<file path="src/inc/lens_ctl_defs.vh">
// constants for the lens driver serial control block
// assumes a 50 MHz core clock and a bus master that samples data on the clock's rising edge
// How it works
// RULE1 - power-up clears every register to zero; device starts asleep
// RULE2 - active_pin low holds registers reset and disables the serial interface
// RULE3 - active_pin high with sleep_bar zero means sleep mode
// RULE4 - power mode register at 0x00 holds sleep_bar in bit 0
// RULE5 - software writes zeros into reserved bits 7 down to 1
// RULE6 - sleep entry and exit keep all register contents
// RULE7 - peak level register at 0x01 sets amplitude; zero gives no output
// RULE8 - lens outputs swap polarity at about 1.1 kHz
// RULE9 - slave only; data line open drain, clock line input only
// RULE10 - start, address with direction, register address, data bytes, stop
// RULE11 - start is data falling with clock high; stop is data rising
// RULE12 - data stays stable while clock high; one bit per clock pulse
// RULE13 - ninth clocked bit is the acknowledge, receiver holds data low
// RULE14 - device acknowledges written bytes; master acknowledges read bytes
// RULE15 - respond to address byte 0xEC for write, 0xED for read
// RULE16 - stop after register address only loads the pointer
// RULE17 - write data goes to pointer register, pointer then increments
// RULE18 - reads return pointer register, pointer increments after each byte
// RULE19 - master sets pointer with address-only write before reading
// RULE20 - after master not-acknowledge the device releases the data line
// RULE21 - foreign address bytes are ignored and not acknowledged
// RULE22 - writes above 0x01 ignored, reads return zero, pointer still counts
`ifndef LENS_CTL_DEFS_VH
`define LENS_CTL_DEFS_VH

// ==========================================================
// bus addressing
`define DEV_ADDR7 7'h76
`define REG_POWER_MODE 8'h00
`define REG_PEAK_LEVEL 8'h01
`define SLEEP_BAR_BIT 0

// ==========================================================
// reset values
`define POWER_MODE_RST 8'h00
`define PEAK_LEVEL_RST 8'h00

// ==========================================================
// timing: half period of the bridge toggle, 1.1 kHz nominal
`define CLK_HZ 50000000
`define TOGGLE_HZ 1100
`define TOGGLE_HALF_CYC (`CLK_HZ / (2 * `TOGGLE_HZ))

`endif

</file>
<file path="src/rtl/lens_reg_file.v">
// two-entry byte register file for the lens driver control block
// assumes writes and reads come from the serial engine on the same clock
`timescale 1ns/1ps
`default_nettype none
`include "lens_ctl_defs.vh"

module lens_reg_file
(
  // clock and clear
  input wire core_clk,
  input wire clear,
  // access port
  input wire wr_en,
  input wire [7:0] addr,
  input wire [7:0] wdata,
  output reg [7:0] rdata,
  // register contents
  output reg [7:0] power_mode,
  output reg [7:0] peak_output_level
);

  // ==========================================================
  // storage; only the clear resets it, sleep leaves it alone
  always @(posedge core_clk)
  begin
    if (clear)
    begin
      power_mode <= `POWER_MODE_RST; // see RULE1
      peak_output_level <= `PEAK_LEVEL_RST; // see RULE2
    end
    else if (wr_en)
    begin
      if (addr == `REG_POWER_MODE)
        power_mode <= wdata;
      else if (addr == `REG_PEAK_LEVEL)
        peak_output_level <= wdata; // see RULE17
    end
    // other addresses are silently dropped, see RULE22
  end

  // registered read data, zero for unmapped addresses
  always @(posedge core_clk)
  begin
    if (clear)
      rdata <= 8'h00;
    else if (addr == `REG_POWER_MODE)
      rdata <= power_mode;
    else if (addr == `REG_PEAK_LEVEL)
      rdata <= peak_output_level; // see RULE18
    else
      rdata <= 8'h00; // see RULE22
  end

endmodule // lens_reg_file

`default_nettype wire

</file>
<file path="src/rtl/lens_driver_i2c_control.v">
// serial slave control for the lens driver: bus engine, mode logic, bridge toggle
// assumes the bus pins are open drain with pull-ups, and both toggle far slower than core_clk
`timescale 1ns/1ps
`default_nettype none
`include "lens_ctl_defs.vh"

module lens_driver_i2c_control
#(
  parameter TOGGLE_HALF = `TOGGLE_HALF_CYC
)
(
  // clock and power-up reset
  input wire core_clk,
  input wire rst_n,
  // enable pin
  input wire active_pin,
  // serial bus
  input wire scl_in,
  input wire sda_in,
  output wire sda_out,
  output wire sda_oe_n,
  // lens drive
  output reg lens_drive_a,
  output reg lens_drive_b,
  output reg [7:0] peak_level_code,
  // status
  output reg sleep_mode
);

  // ==========================================================
  // engine states
  localparam [6:0] ST_IDLE = 7'b0000001;
  localparam [6:0] ST_DEV = 7'b0000010;
  localparam [6:0] ST_DEV_ACK = 7'b0000100;
  localparam [6:0] ST_WRX = 7'b0001000;
  localparam [6:0] ST_WR_ACK = 7'b0010000;
  localparam [6:0] ST_RDX = 7'b0100000;
  localparam [6:0] ST_RD_ACK = 7'b1000000;

  reg [1:0] scl_sync;
  reg [1:0] sda_sync;
  reg [1:0] en_sync;
  reg scl_d;
  reg sda_d;
  reg [6:0] state;
  reg [3:0] bit_cnt;
  reg [7:0] shreg;
  reg [7:0] pointer;
  reg got_ptr;
  reg drive_low;
  reg reg_wr;
  reg [7:0] tx;
  reg [15:0] tog_cnt;
  reg phase;
  wire clear;
  wire scl_s;
  wire sda_s;
  wire scl_rise;
  wire scl_fall;
  wire start_seen;
  wire stop_seen;
  wire [7:0] rdata;
  wire [7:0] power_mode;
  wire [7:0] peak_output_level;
  wire sleep_bar;

  // pointer advance, used on write and read
  function [7:0] next_ptr;
    input [7:0] p;
    begin
      next_ptr = p + 8'h01;
    end
  endfunction

  // ==========================================================
  // synchronisers: pins come from outside core_clk
  always @(posedge core_clk)
  begin
    if (!rst_n)
    begin
      scl_sync <= 2'b11;
      sda_sync <= 2'b11;
      en_sync <= 2'b00;
    end
    else
    begin
      scl_sync <= {scl_sync[0], scl_in};
      sda_sync <= {sda_sync[0], sda_in};
      en_sync <= {en_sync[0], active_pin};
    end
  end

  assign scl_s = scl_sync[1];
  assign sda_s = sda_sync[1];
  // power-up or enable low both force the clear
  assign clear = !rst_n || !en_sync[1]; // see RULE1, see RULE2

  // edge history of the synchronised lines
  always @(posedge core_clk)
  begin
    if (clear)
    begin
      scl_d <= 1'b1;
      sda_d <= 1'b1;
    end
    else
    begin
      scl_d <= scl_s;
      sda_d <= sda_s;
    end
  end

  assign scl_rise = scl_s && !scl_d;
  assign scl_fall = !scl_s && scl_d;
  // start and stop: data moving while clock high
  assign start_seen = scl_s && scl_d && sda_d && !sda_s; // see RULE11
  assign stop_seen = scl_s && scl_d && !sda_d && sda_s; // see RULE11

  // ==========================================================
  // register file
  lens_reg_file u_regs
  (
    .core_clk(core_clk),
    .clear(clear),
    .wr_en(reg_wr),
    .addr(pointer),
    .wdata(shreg),
    .rdata(rdata),
    .power_mode(power_mode),
    .peak_output_level(peak_output_level)
  );

  assign sleep_bar = power_mode[`SLEEP_BAR_BIT]; // see RULE4

  // ==========================================================
  // bus engine; bits sampled on clock rise, driven after clock fall
  always @(posedge core_clk)
  begin
    reg_wr <= 1'b0;
    if (clear)
    begin
      state <= ST_IDLE; // interface disabled while held, see RULE2
      bit_cnt <= 4'd0;
      shreg <= 8'h00;
      pointer <= 8'h00;
      got_ptr <= 1'b0;
      drive_low <= 1'b0;
      tx <= 8'h00;
    end
    else if (start_seen)
    begin
      // start or repeated start begins the address byte, see RULE10
      state <= ST_DEV;
      bit_cnt <= 4'd0;
      drive_low <= 1'b0;
    end
    else if (stop_seen)
    begin
      // a stop after only the register address leaves just the pointer, see RULE16
      state <= ST_IDLE;
      drive_low <= 1'b0;
    end
    else
    begin
      case (state)
        ST_DEV:
        begin
          if (scl_rise)
          begin
            shreg <= {shreg[6:0], sda_s}; // see RULE12
            bit_cnt <= bit_cnt + 4'd1;
          end
          else if (scl_fall && bit_cnt == 4'd8)
          begin
            bit_cnt <= 4'd0;
            if (shreg[7:1] == `DEV_ADDR7) // see RULE15
            begin
              drive_low <= 1'b1; // see RULE14
              state <= ST_DEV_ACK;
            end
            else
              state <= ST_IDLE; // see RULE21
          end
        end
        ST_DEV_ACK:
        begin
          if (scl_fall)
          begin
            if (shreg[0])
            begin
              // read: first byte from the stored pointer, see RULE18
              tx <= rdata;
              drive_low <= !rdata[7];
              bit_cnt <= 4'd1;
              state <= ST_RDX;
            end
            else
            begin
              drive_low <= 1'b0;
              got_ptr <= 1'b0;
              state <= ST_WRX;
            end
          end
        end
        ST_WRX:
        begin
          if (scl_rise)
          begin
            shreg <= {shreg[6:0], sda_s};
            bit_cnt <= bit_cnt + 4'd1;
          end
          else if (scl_fall && bit_cnt == 4'd8)
          begin
            bit_cnt <= 4'd0;
            drive_low <= 1'b1; // acknowledge every written byte, see RULE13
            state <= ST_WR_ACK;
            if (!got_ptr)
            begin
              pointer <= shreg;
              got_ptr <= 1'b1;
            end
            else
              reg_wr <= 1'b1; // see RULE17
          end
        end
        ST_WR_ACK:
        begin
          if (scl_fall)
          begin
            drive_low <= 1'b0;
            state <= ST_WRX;
            if (got_ptr && reg_wr == 1'b0 && bit_cnt == 4'd0)
              pointer <= pointer;
          end
          if (reg_wr)
            pointer <= next_ptr(pointer); // see RULE17, see RULE22
        end
        ST_RDX:
        begin
          if (scl_fall)
          begin
            if (bit_cnt == 4'd8)
            begin
              drive_low <= 1'b0; // release for the master's acknowledge
              pointer <= next_ptr(pointer); // see RULE18
              state <= ST_RD_ACK;
            end
            else
            begin
              drive_low <= !tx[3'd7 - bit_cnt[2:0]];
              bit_cnt <= bit_cnt + 4'd1;
            end
          end
        end
        ST_RD_ACK:
        begin
          if (scl_rise)
          begin
            if (sda_s)
              state <= ST_IDLE; // not-acknowledge: stop sending, see RULE20
            else
            begin
              tx <= rdata;
              bit_cnt <= 4'd0;
            end
          end
          else if (scl_fall && bit_cnt == 4'd0)
          begin
            drive_low <= !tx[7];
            bit_cnt <= 4'd1;
            state <= ST_RDX;
          end
        end
        default:
          state <= ST_IDLE;
      endcase
    end
  end

  // open-drain data line: only ever pulls low, clock never driven, see RULE9
  assign sda_out = 1'b0;
  assign sda_oe_n = !drive_low;

  // ==========================================================
  // mode and amplitude; sleep never touches the stored values, see RULE6
  always @(posedge core_clk)
  begin
    if (clear)
    begin
      sleep_mode <= 1'b1;
      peak_level_code <= 8'h00;
    end
    else
    begin
      sleep_mode <= !sleep_bar; // see RULE3
      // outputs parked at zero amplitude while asleep, see RULE7
      peak_level_code <= sleep_bar ? peak_output_level : 8'h00;
    end
  end

  // ==========================================================
  // bridge toggle; held idle in sleep or with zero code to avoid stray pulses
  always @(posedge core_clk)
  begin
    if (clear || !sleep_bar || peak_output_level == 8'h00)
    begin
      tog_cnt <= 16'd0;
      phase <= 1'b0;
      lens_drive_a <= 1'b0;
      lens_drive_b <= 1'b0;
    end
    else
    begin
      if (tog_cnt == TOGGLE_HALF[15:0] - 16'd1)
      begin
        tog_cnt <= 16'd0;
        phase <= !phase; // see RULE8
      end
      else
        tog_cnt <= tog_cnt + 16'd1;
      lens_drive_a <= phase;
      lens_drive_b <= !phase;
    end
  end

endmodule // lens_driver_i2c_control

`default_nettype wire

</file>
<file path="config.mk">
export PLATFORM = sky130hd
export DESIGN_NAME = lens_driver_i2c_control
export DESIGN_NICKNAME = d
export VERILOG_FILES = /design/src/rtl/lens_reg_file.v /design/src/rtl/lens_driver_i2c_control.v
export VERILOG_INCLUDE_DIRS = /design/src /design/src/inc
export SDC_FILE = /design/constraint.sdc
export NUM_CORES = 1
export LEC_CHECK = 0
export ABC_AREA = 1
export BUFFER_PORTS_ARGS = -buffer_cell sky130_fd_sc_hd__buf_2
export CORE_MARGIN = 5
export CORE_UTILIZATION = 45
export DETAILED_ROUTE_END_ITERATION = 8
export PLACE_DENSITY = 0.6
export RECOVER_POWER = 50
export SYNTH_ARGS = -nofsm -noshare
export SYNTH_HDL_FRONTEND = slang
export SYNTH_HIERARCHICAL = 1
export SYNTH_SLANG_ARGS = --single-unit
</file>
<file path="constraint.sdc">
create_clock -name core_clk -period 2.3 [get_ports core_clk]
set_input_delay 0.46 -clock core_clk [delete_from_list [all_inputs] [get_ports core_clk]]
set_output_delay 0.46 -clock core_clk [all_outputs]
set_load 0.02 [all_outputs]
</file>
=== After elaboration in Yosys (flattened, before gate mapping) ===
Cells that the tools add are included.

* Bits in registers: 98
* Input bits: 5
* Output and inout port bits: 13
* Logic and storage cells: 183

* $add $sub $neg: 4
* Magnitude comparators: 1
* Eq/ne operators: 42
* Multiplexer cells: 59
* Bitwise gates (word level): 6
* Reductions and logical operators: 48

{| class="wikitable"
|+ Operator list
! cell !! number
|-
| two-way mux 8 bit || 12
|-
| two-way mux 7 bit || 11
|-
| one-hot mux 7 bit (6 select lines) || 1
|-
| two-way mux 4 bit || 9
|-
| inequality test 2 bit (second input constant) || 18
|-
| inequality test 4 bit (second input constant) || 8
|-
| one-hot mux 8 bit (3 select lines) || 1
|-
| AND reduction 10 bit || 2
|-
| AND reduction 9 bit || 2
|-
| adder 16 x 1 -> 16 bit (second input constant) || 1
|-
| == test 16 x 15 -> 1 bit (second input constant) || 1
|-
| logical NOT 8 bit || 2
|-
| two-way mux 1 bit || 16
|-
| one-hot mux 4 bit (4 select lines) || 1
|-
| one-hot mux 8 bit (2 select lines) || 1
|-
| == test 7 bit (second input constant) || 2
|-
| AND reduction 7 bit || 2
|-
| logical NOT 1 bit || 12
|-
| AND reduction 11 bit || 1
|-
| inequality test 5 bit (second input constant) || 2
|-
| logical AND 1 bit || 9
|-
| inequality test 3 bit (second input constant) || 3
|-
| adder 8 x 1 -> 8 bit (second input constant) || 1
|-
| == test 8 x 1 -> 1 bit (second input constant) || 1
|-
| 29 further kinds || 41
|}

=== Depth between registers and ports, before layout ===
* Word-level depth: 8
* Depth in mapped cells: 13
* Mapped depth without buffers: 13

=== By module ===
The synthesis kept the hierarchy.

{| class="wikitable"
|+ Modules (own cells, without submodules)
! module !! instances !! cells each !! area an instance (µm²) !! sequential area each (µm²)
|-
| lens_driver_i2c_control || 1 || 555 || 3829.9 || 1481.4
|-
| lens_reg_file || 1 || 150 || 1117.3 || 480.5
|}

=== Worst setup path after synthesis ===
No wires, ideal clock.

* Kind: reg-to-reg
* Start point: reg bit_cnt[0]
* End point: reg state[0]
* Setup time: 0.124 ns
* Arrival: 1.547 ns
* Data required time: 2.176 ns
* Setup slack: 0.629 ns
* Stages on the path, launching flop included: 13
* Path buffers: 0
* Clock period less this slack: 1.671 ns
* Path through: dfxtp_1 > inv_1 > ha_1 > nand2_1 > nor2_4 > nand2_4 > nand3_2 > nand2_1 > nor2_2 > nand2_1 > nor2_2 > o21ai_0 > nand2_1

* Word-level cells in the longest chain between the ends: 4
* Elaborated cells between the ends (all ways): 9
* Those cells by class: eq/ne: 5; reduce/logical: 4

{| class="wikitable"
|+ RTL lines
! item !! line !! source
|-
| start, declared || lens_driver_i2c_control.v:46 || <nowiki>reg [3:0] bit_cnt;</nowiki>
|-
| start signal, assigned || lens_driver_i2c_control.v:171 || <nowiki>bit_cnt <= bit_cnt + 4'd1;</nowiki>
|-
| start signal, assigned || lens_driver_i2c_control.v:210 || <nowiki>bit_cnt <= bit_cnt + 4'd1;</nowiki>
|-
| start signal, assigned || lens_driver_i2c_control.v:251 || <nowiki>bit_cnt <= bit_cnt + 4'd1;</nowiki>
|-
| == test 4 bit / logical NOT 4 bit (equally long branches) || - ||
|-
| logical AND 1 bit, on equally long branches || lens_driver_i2c_control.v:173, lens_driver_i2c_control.v:212, lens_driver_i2c_control.v:267 ||
|-
| inequality test 4 bit (no source line) / inequality test 5 bit (equally long branches) || - ||
|-
| AND reduction 10 bit (no source line) * || - ||
|-
| end signal, assigned || lens_driver_i2c_control.v:179 || <nowiki>state <= ST_DEV_ACK;</nowiki>
|-
| end signal, assigned || lens_driver_i2c_control.v:216 || <nowiki>state <= ST_WR_ACK;</nowiki>
|-
| end signal, assigned || lens_driver_i2c_control.v:246 || <nowiki>state <= ST_RD_ACK;</nowiki>
|-
| end, declared || lens_driver_i2c_control.v:45 || <nowiki>reg [6:0] state;</nowiki>
|}

Mark *: on every way between the ends. The rest lies on a longest branch, timed or not.
A chain may end at the register's enable or synchronous reset.

=== Final worst setup path ===
* Start point: reg bit_cnt[0]
* End point: reg state[3]

* Word-level cells in the longest chain between the ends: 4
* Elaborated cells between the ends (all ways): 9
* Those cells by class: eq/ne: 5; reduce/logical: 4

{| class="wikitable"
|+ RTL lines
! item !! line
|-
| == test 4 bit / logical NOT 4 bit (equally long branches) || -
|-
| logical AND 1 bit, on equally long branches || lens_driver_i2c_control.v:173, lens_driver_i2c_control.v:212, lens_driver_i2c_control.v:267
|-
| inequality test 2 bit (no source line) / inequality test 3 bit (equally long branches) || -
|-
| AND reduction 10 bit (no source line) * || -
|}

Marked as above.

==> metrics.txt <==
# TYPE chip_impl_metric gauge
chip_impl_info{name="status",value="completed"} 1
chip_impl_metric{name="synth_nets",unit=""} 715
chip_impl_metric{name="maxSlewViolCount",unit=""} 0
chip_impl_info{name="critical-path-top-delay-family",value="simple AND/OR/NAND/NOR gates"} 1
chip_impl_metric{name="drt-vias-per-instance",unit=""} 4.80
chip_impl_metric{name="h_tree_level_count",unit=""} 3
chip_impl_metric{name="core_area",unit="sq um"} 10800
chip_impl_metric{name="synth_cell_types",unit=""} 40
chip_impl_metric{name="num-fill-cells",unit=""} 1105
chip_impl_info{name="cp-startpoint",value="bit_cnt[0]$_SDFFE_PP0P_"} 1
chip_impl_metric{name="layout.core_utilization",unit=""} 0.485
chip_impl_metric{name="cp.buffers_inverters",unit=""} 1
chip_impl_metric{name="route.vias.total",unit=""} 4167
chip_impl_metric{name="synthesis.area",unit="sq um"} 4950
chip_impl_metric{name="first_global_vias",unit=""} 3849
chip_impl_metric{name="grt_max_degree",unit=""} 26
chip_impl_metric{name="fp.dieW",unit="um"} 115
chip_impl_metric{name="layout-drive-gt1-share",unit=""} 0.115
chip_impl_metric{name="slew-limit-headroom",unit=""} 0.280
chip_impl_metric{name="numCtsBuffers",unit=""} 9
chip_impl_info{name="critPathCapture",value="state[3]$_SDFFE_PP0P_"} 1
chip_impl_metric{name="wire_per_inst",unit="um"} 12.0
chip_impl_metric{name="layout_setup_ws",unit="ps"} 359
chip_impl_info{name="timing.rr.start",value="bit_cnt[0]$_SDFFE_PP0P_"} 1
chip_impl_info{name="crit_path_start_kind",value="register"} 1
chip_impl_metric{name="cts.reportedPaths.clkPinSlew",unit="ps"} 100
chip_impl_metric{name="fmax",unit="MHz"} 515
chip_impl_metric{name="pre_cts_slack",unit="ps"} 402
chip_impl_metric{name="critical_path_peak_fanout",unit=""} 8
chip_impl_metric{name="dr.first_iter.drc_count",unit=""} 265
chip_impl_info{name="crit_path_end_kind",value="register"} 1
chip_impl_metric{name="clock_insertion_delay_worst_skew",unit="ps"} 380
chip_impl_metric{name="finalWeightedCongestion",unit=""} 0.883
chip_impl_info{name="min-delay-path-class",value="in -> reg"} 1
chip_impl_metric{name="yosys_warn_count",unit=""} 6
chip_impl_metric{name="setup_viol",unit=""} 0
chip_impl_info{name="maxUsedRoutingLayer",value="met4"} 1
chip_impl_metric{name="synth_seq_area_share",unit=""} 0.397
chip_impl_metric{name="cts-root-to-sink-buffers",unit=""} 2
chip_impl_metric{name="grt_usage",unit=""} 0.168
chip_impl_metric{name="pwr_density_cell",unit="nW/um^2"} 531
chip_impl_metric{name="post_layout_nonfiller_instances",unit=""} 868
chip_impl_metric{name="post_route_total_power",unit="mW"} 2.78
chip_impl_metric{name="worst_ep_required_time",unit="ps"} 2610
chip_impl_metric{name="gate_count_post_synth",unit=""} 705
chip_impl_metric{name="cts_hold_fix_bufs",unit=""} 0
chip_impl_metric{name="post_cts.repair.setup_buffers",unit=""} 0
chip_impl_metric{name="initial_utilization",unit=""} 0.458
chip_impl_metric{name="cts.sink_count",unit=""} 98
chip_impl_metric{name="drt_drc_violations_left",unit=""} 0
chip_impl_metric{name="drt_pre_antenna_iters",unit=""} 4
chip_impl_metric{name="dp_hpwl",unit="um"} 7880
chip_impl_metric{name="overflow",unit=""} 0
chip_impl_metric{name="reg2reg_setup_slack",unit="ps"} 360
chip_impl_metric{name="number_of_antenna_violations_at_the_first_check_in_global_routing",unit=""} 0
chip_impl_info{name="setup_repair_after_global_routing_missed_its_margin",value="no"} 1
chip_impl_metric{name="synth.avg_cell_area",unit="sq um"} 7.02
chip_impl_info{name="critical_path_class",value="reg -> reg"} 1
chip_impl_info{name="worst_path_most_repeated_cell",value="sky130_fd_sc_hd__nand2_1"} 1
chip_impl_metric{name="async_set_or_reset_register_ratio_after_synthesis",unit=""} 0
chip_impl_metric{name="timing.final.crit_share",unit=""} 0.844
chip_impl_metric{name="finalHoldViolCount",unit=""} 0
chip_impl_info{name="slowest_stage",value="sky130_fd_sc_hd__dfxtp_1"} 1
chip_impl_metric{name="std_cell_rows",unit=""} 38
chip_impl_info{name="ys_dominant_reg_cell",value="sky130_fd_sc_hd__dfxtp_1"} 1
chip_impl_metric{name="area_growth_syn_to_layout",unit="%"} 5.89
chip_impl_metric{name="boundaryPins",unit=""} 18
chip_impl_metric{name="antenna_cell_count",unit=""} 0
chip_impl_metric{name="dpl.cell_count",unit=""} 852
chip_impl_metric{name="post_cts_resize_count",unit=""} 0
chip_impl_info{name="cts_tree",value="yes"} 1
chip_impl_metric{name="max_cap_violations",unit=""} 0
chip_impl_metric{name="finalInstanceArea",unit="sq um"} 5240
chip_impl_metric{name="floorplan.die.height",unit="um"} 115
chip_impl_metric{name="finalSetupTns",unit="ps"} 0
chip_impl_metric{name="synth_seq_cells",unit=""} 98
chip_impl_metric{name="number_of_enable_flip_flop_cells_after_synthesis",unit=""} 0
chip_impl_metric{name="worst_tran_pin_value",unit="ps"} 1080
chip_impl_info{name="crit_chain",value="inv_1 > ha_1 > nand2_1 > nor2_4 > nand2_4 > nand3_2 > nand2_1 > nor2_2 > nand2_1 > nor2_2 > nand2_1 > a21oi_1"} 1
chip_impl_metric{name="period_needed",unit="ps"} 1940
chip_impl_metric{name="buffer_ports.inserted",unit=""} 16
chip_impl_metric{name="whs",unit="ps"} 255
chip_impl_metric{name="route.final.wire_length",unit="um"} 10500
chip_impl_metric{name="multi_input_area",unit="sq um"} 2480
chip_impl_metric{name="timing.critical_path.depth",unit=""} 12
chip_impl_metric{name="power.leakage",unit="nW"} 2.11
chip_impl_metric{name="met2WireLength",unit="um"} 5010
chip_impl_metric{name="finalClockSkew",unit="ps"} 12.8
chip_impl_metric{name="grt_pass1_wl",unit="um"} 17900
chip_impl_metric{name="r2r_cells",unit=""} 12
chip_impl_metric{name="met1_length",unit="um"} 4880
chip_impl_metric{name="critical_path_arrival",unit="ps"} 2260
chip_impl_metric{name="dr_wl_met3",unit="um"} 391
chip_impl_metric{name="sequential_area",unit="sq um"} 1960
chip_impl_info{name="crit-reg2reg-capture",value="state[3]$_SDFFE_PP0P_"} 1
chip_impl_info{name="clk_root_buffer_cell",value="sky130_fd_sc_hd__clkbuf_8"} 1
chip_impl_metric{name="fin_nets",unit=""} 733
chip_impl_metric{name="placed_instance_area",unit="sq um"} 5130
chip_impl_metric{name="route.antenna.remaining_nets",unit=""} 0
chip_impl_metric{name="design.die.area",unit="sq um"} 13200
chip_impl_metric{name="timing.critical_path.slowest_cell_delay",unit="ps"} 390
chip_impl_metric{name="vdd_ir_drop_max",unit="V"} 0.000310
-- power breakdown --
| group | switching, mW | internal, mW |
|---|---|---|
| logic | 0.0305 | 0.0123 |
| clock network | 0.607 | 0.427 |
| registers | 0.00282 | 1.70 |
-- kinds of logic after synthesis --
| logic type | share of synthesized area |
|---|---|
| adders and majority gates | 0.0126 |
| other | 0.000758 |
| buffers and inverters | 0.0923 |
| DFF | 0.397 |
| and+or+nand+nor | 0.399 |
| xor gates and xnor gates | 0.0142 |
| AOI/OAI and AO/OA | 0.0847 |
-- placed cells by master, fill, tap and decap left out, types with 3 or more instances in the layout --
| cell | instances |
|---|---|
| sky130_fd_sc_hd__nand2_1 | 154 |
| sky130_fd_sc_hd__nor2_1 | 131 |
| sky130_fd_sc_hd__dfxtp_1 | 98 |
| sky130_fd_sc_hd__inv_1 | 84 |
| sky130_fd_sc_hd__nand3_1 | 52 |
| sky130_fd_sc_hd__a21oi_1 | 31 |
| sky130_fd_sc_hd__o21ai_0 | 28 |
| sky130_fd_sc_hd__nand2_2 | 16 |
| sky130_fd_sc_hd__clkbuf_1 | 15 |
| sky130_fd_sc_hd__nor3_1 | 12 |
| sky130_fd_sc_hd__nor2_2 | 11 |
| sky130_fd_sc_hd__nand4_1 | 10 |
| sky130_fd_sc_hd__clkbuf_8 | 10 |
| sky130_fd_sc_hd__inv_2 | 9 |
| sky130_fd_sc_hd__nor2_4 | 7 |
| sky130_fd_sc_hd__xor2_1 | 5 |
| sky130_fd_sc_hd__ha_1 | 5 |
| sky130_fd_sc_hd__nand3_2 | 4 |
| sky130_fd_sc_hd__o21ai_1 | 4 |
| sky130_fd_sc_hd__nand2_4 | 3 |
| sky130_fd_sc_hd__nor2_8 | 3 |
| sky130_fd_sc_hd__xnor2_1 | 3 |
| sky130_fd_sc_hd__or2_2 | 3 |
| sky130_fd_sc_hd__buf_2 | 3 |
| sky130_fd_sc_hd__a21oi_2 | 3 |
-- tightest hold or removal path, stage by stage --
cell	delay, ps
sky130_fd_sc_hd__buf_2	70
sky130_fd_sc_hd__inv_1	30
sky130_fd_sc_hd__nand2_1	40
-- cell usage after synthesis (all sizes together), types with 5 or more instances --
master	n	area, sq um
or2	5	31.3
nor2	152	707
o21ai	32	160
dfxtp	98	1960
nor3	12	60.1
ha	5	62.6
nand3	57	318
buf	10	91.3
nand2	175	772
a21oi	35	216
nand4	10	62.6
inv	93	349
xor2	5	43.8
-- area by class of cell --
class                      count  area share
timing repair buffer          19      0.0158
sequential                    98       0.374
clock inverter                 5     0.00717
inverter                      94      0.0683
tap                          140      0.0334
multi-input combinational    501       0.474
clock buffer                  11      0.0270
-- per-layer routing --
metal  up-vias  GRT usage
li1       2235          -
met1      1851      0.217
met2        66      0.276
met3        15     0.0337
met4         0     0.0657
met5         -          0
-- worst min-delay path by stage --
stage,startpoint,end,slack [ps],depth (start not counted)
3_5_place_dp,sda_sync[0]$_SDFF_PN1_,sda_sync[1]$_SDFF_PN1_,390,2
5_1_grt,sda_in,sda_sync[0]$_SDFF_PN1_,240,3
6_report,sda_in,sda_sync[0]$_SDFF_PN1_,260,3
3_3_place_gp,sda_sync[0]$_SDFF_PN1_,sda_sync[1]$_SDFF_PN1_,390,2
2_1_floorplan,scl_sync[0]$_SDFF_PN1_,scl_sync[1]$_SDFF_PN1_,380,2
4_1_cts,sda_in,sda_sync[0]$_SDFF_PN1_,230,3
-- sequential cells by signal, indices dropped and copies added, names as in the netlist --
signal / flops
sda_sync: 2
bit_cnt: 4
scl_d: 1
got_ptr: 1
lens_drive_b: 1
pointer: 8
lens_drive_a: 1
reg_wr: 1
sda_d: 1
drive_low: 1
u_regs/rdata: 8
en_sync: 2
u_regs/power_mode: 8
tx: 8
scl_sync: 2
peak_level_code: 8
phase: 1
shreg: 8
u_regs/peak_output_level: 8
sleep_mode: 1
tog_cnt: 16
state: 7
(Power assumes the default switching activity.)
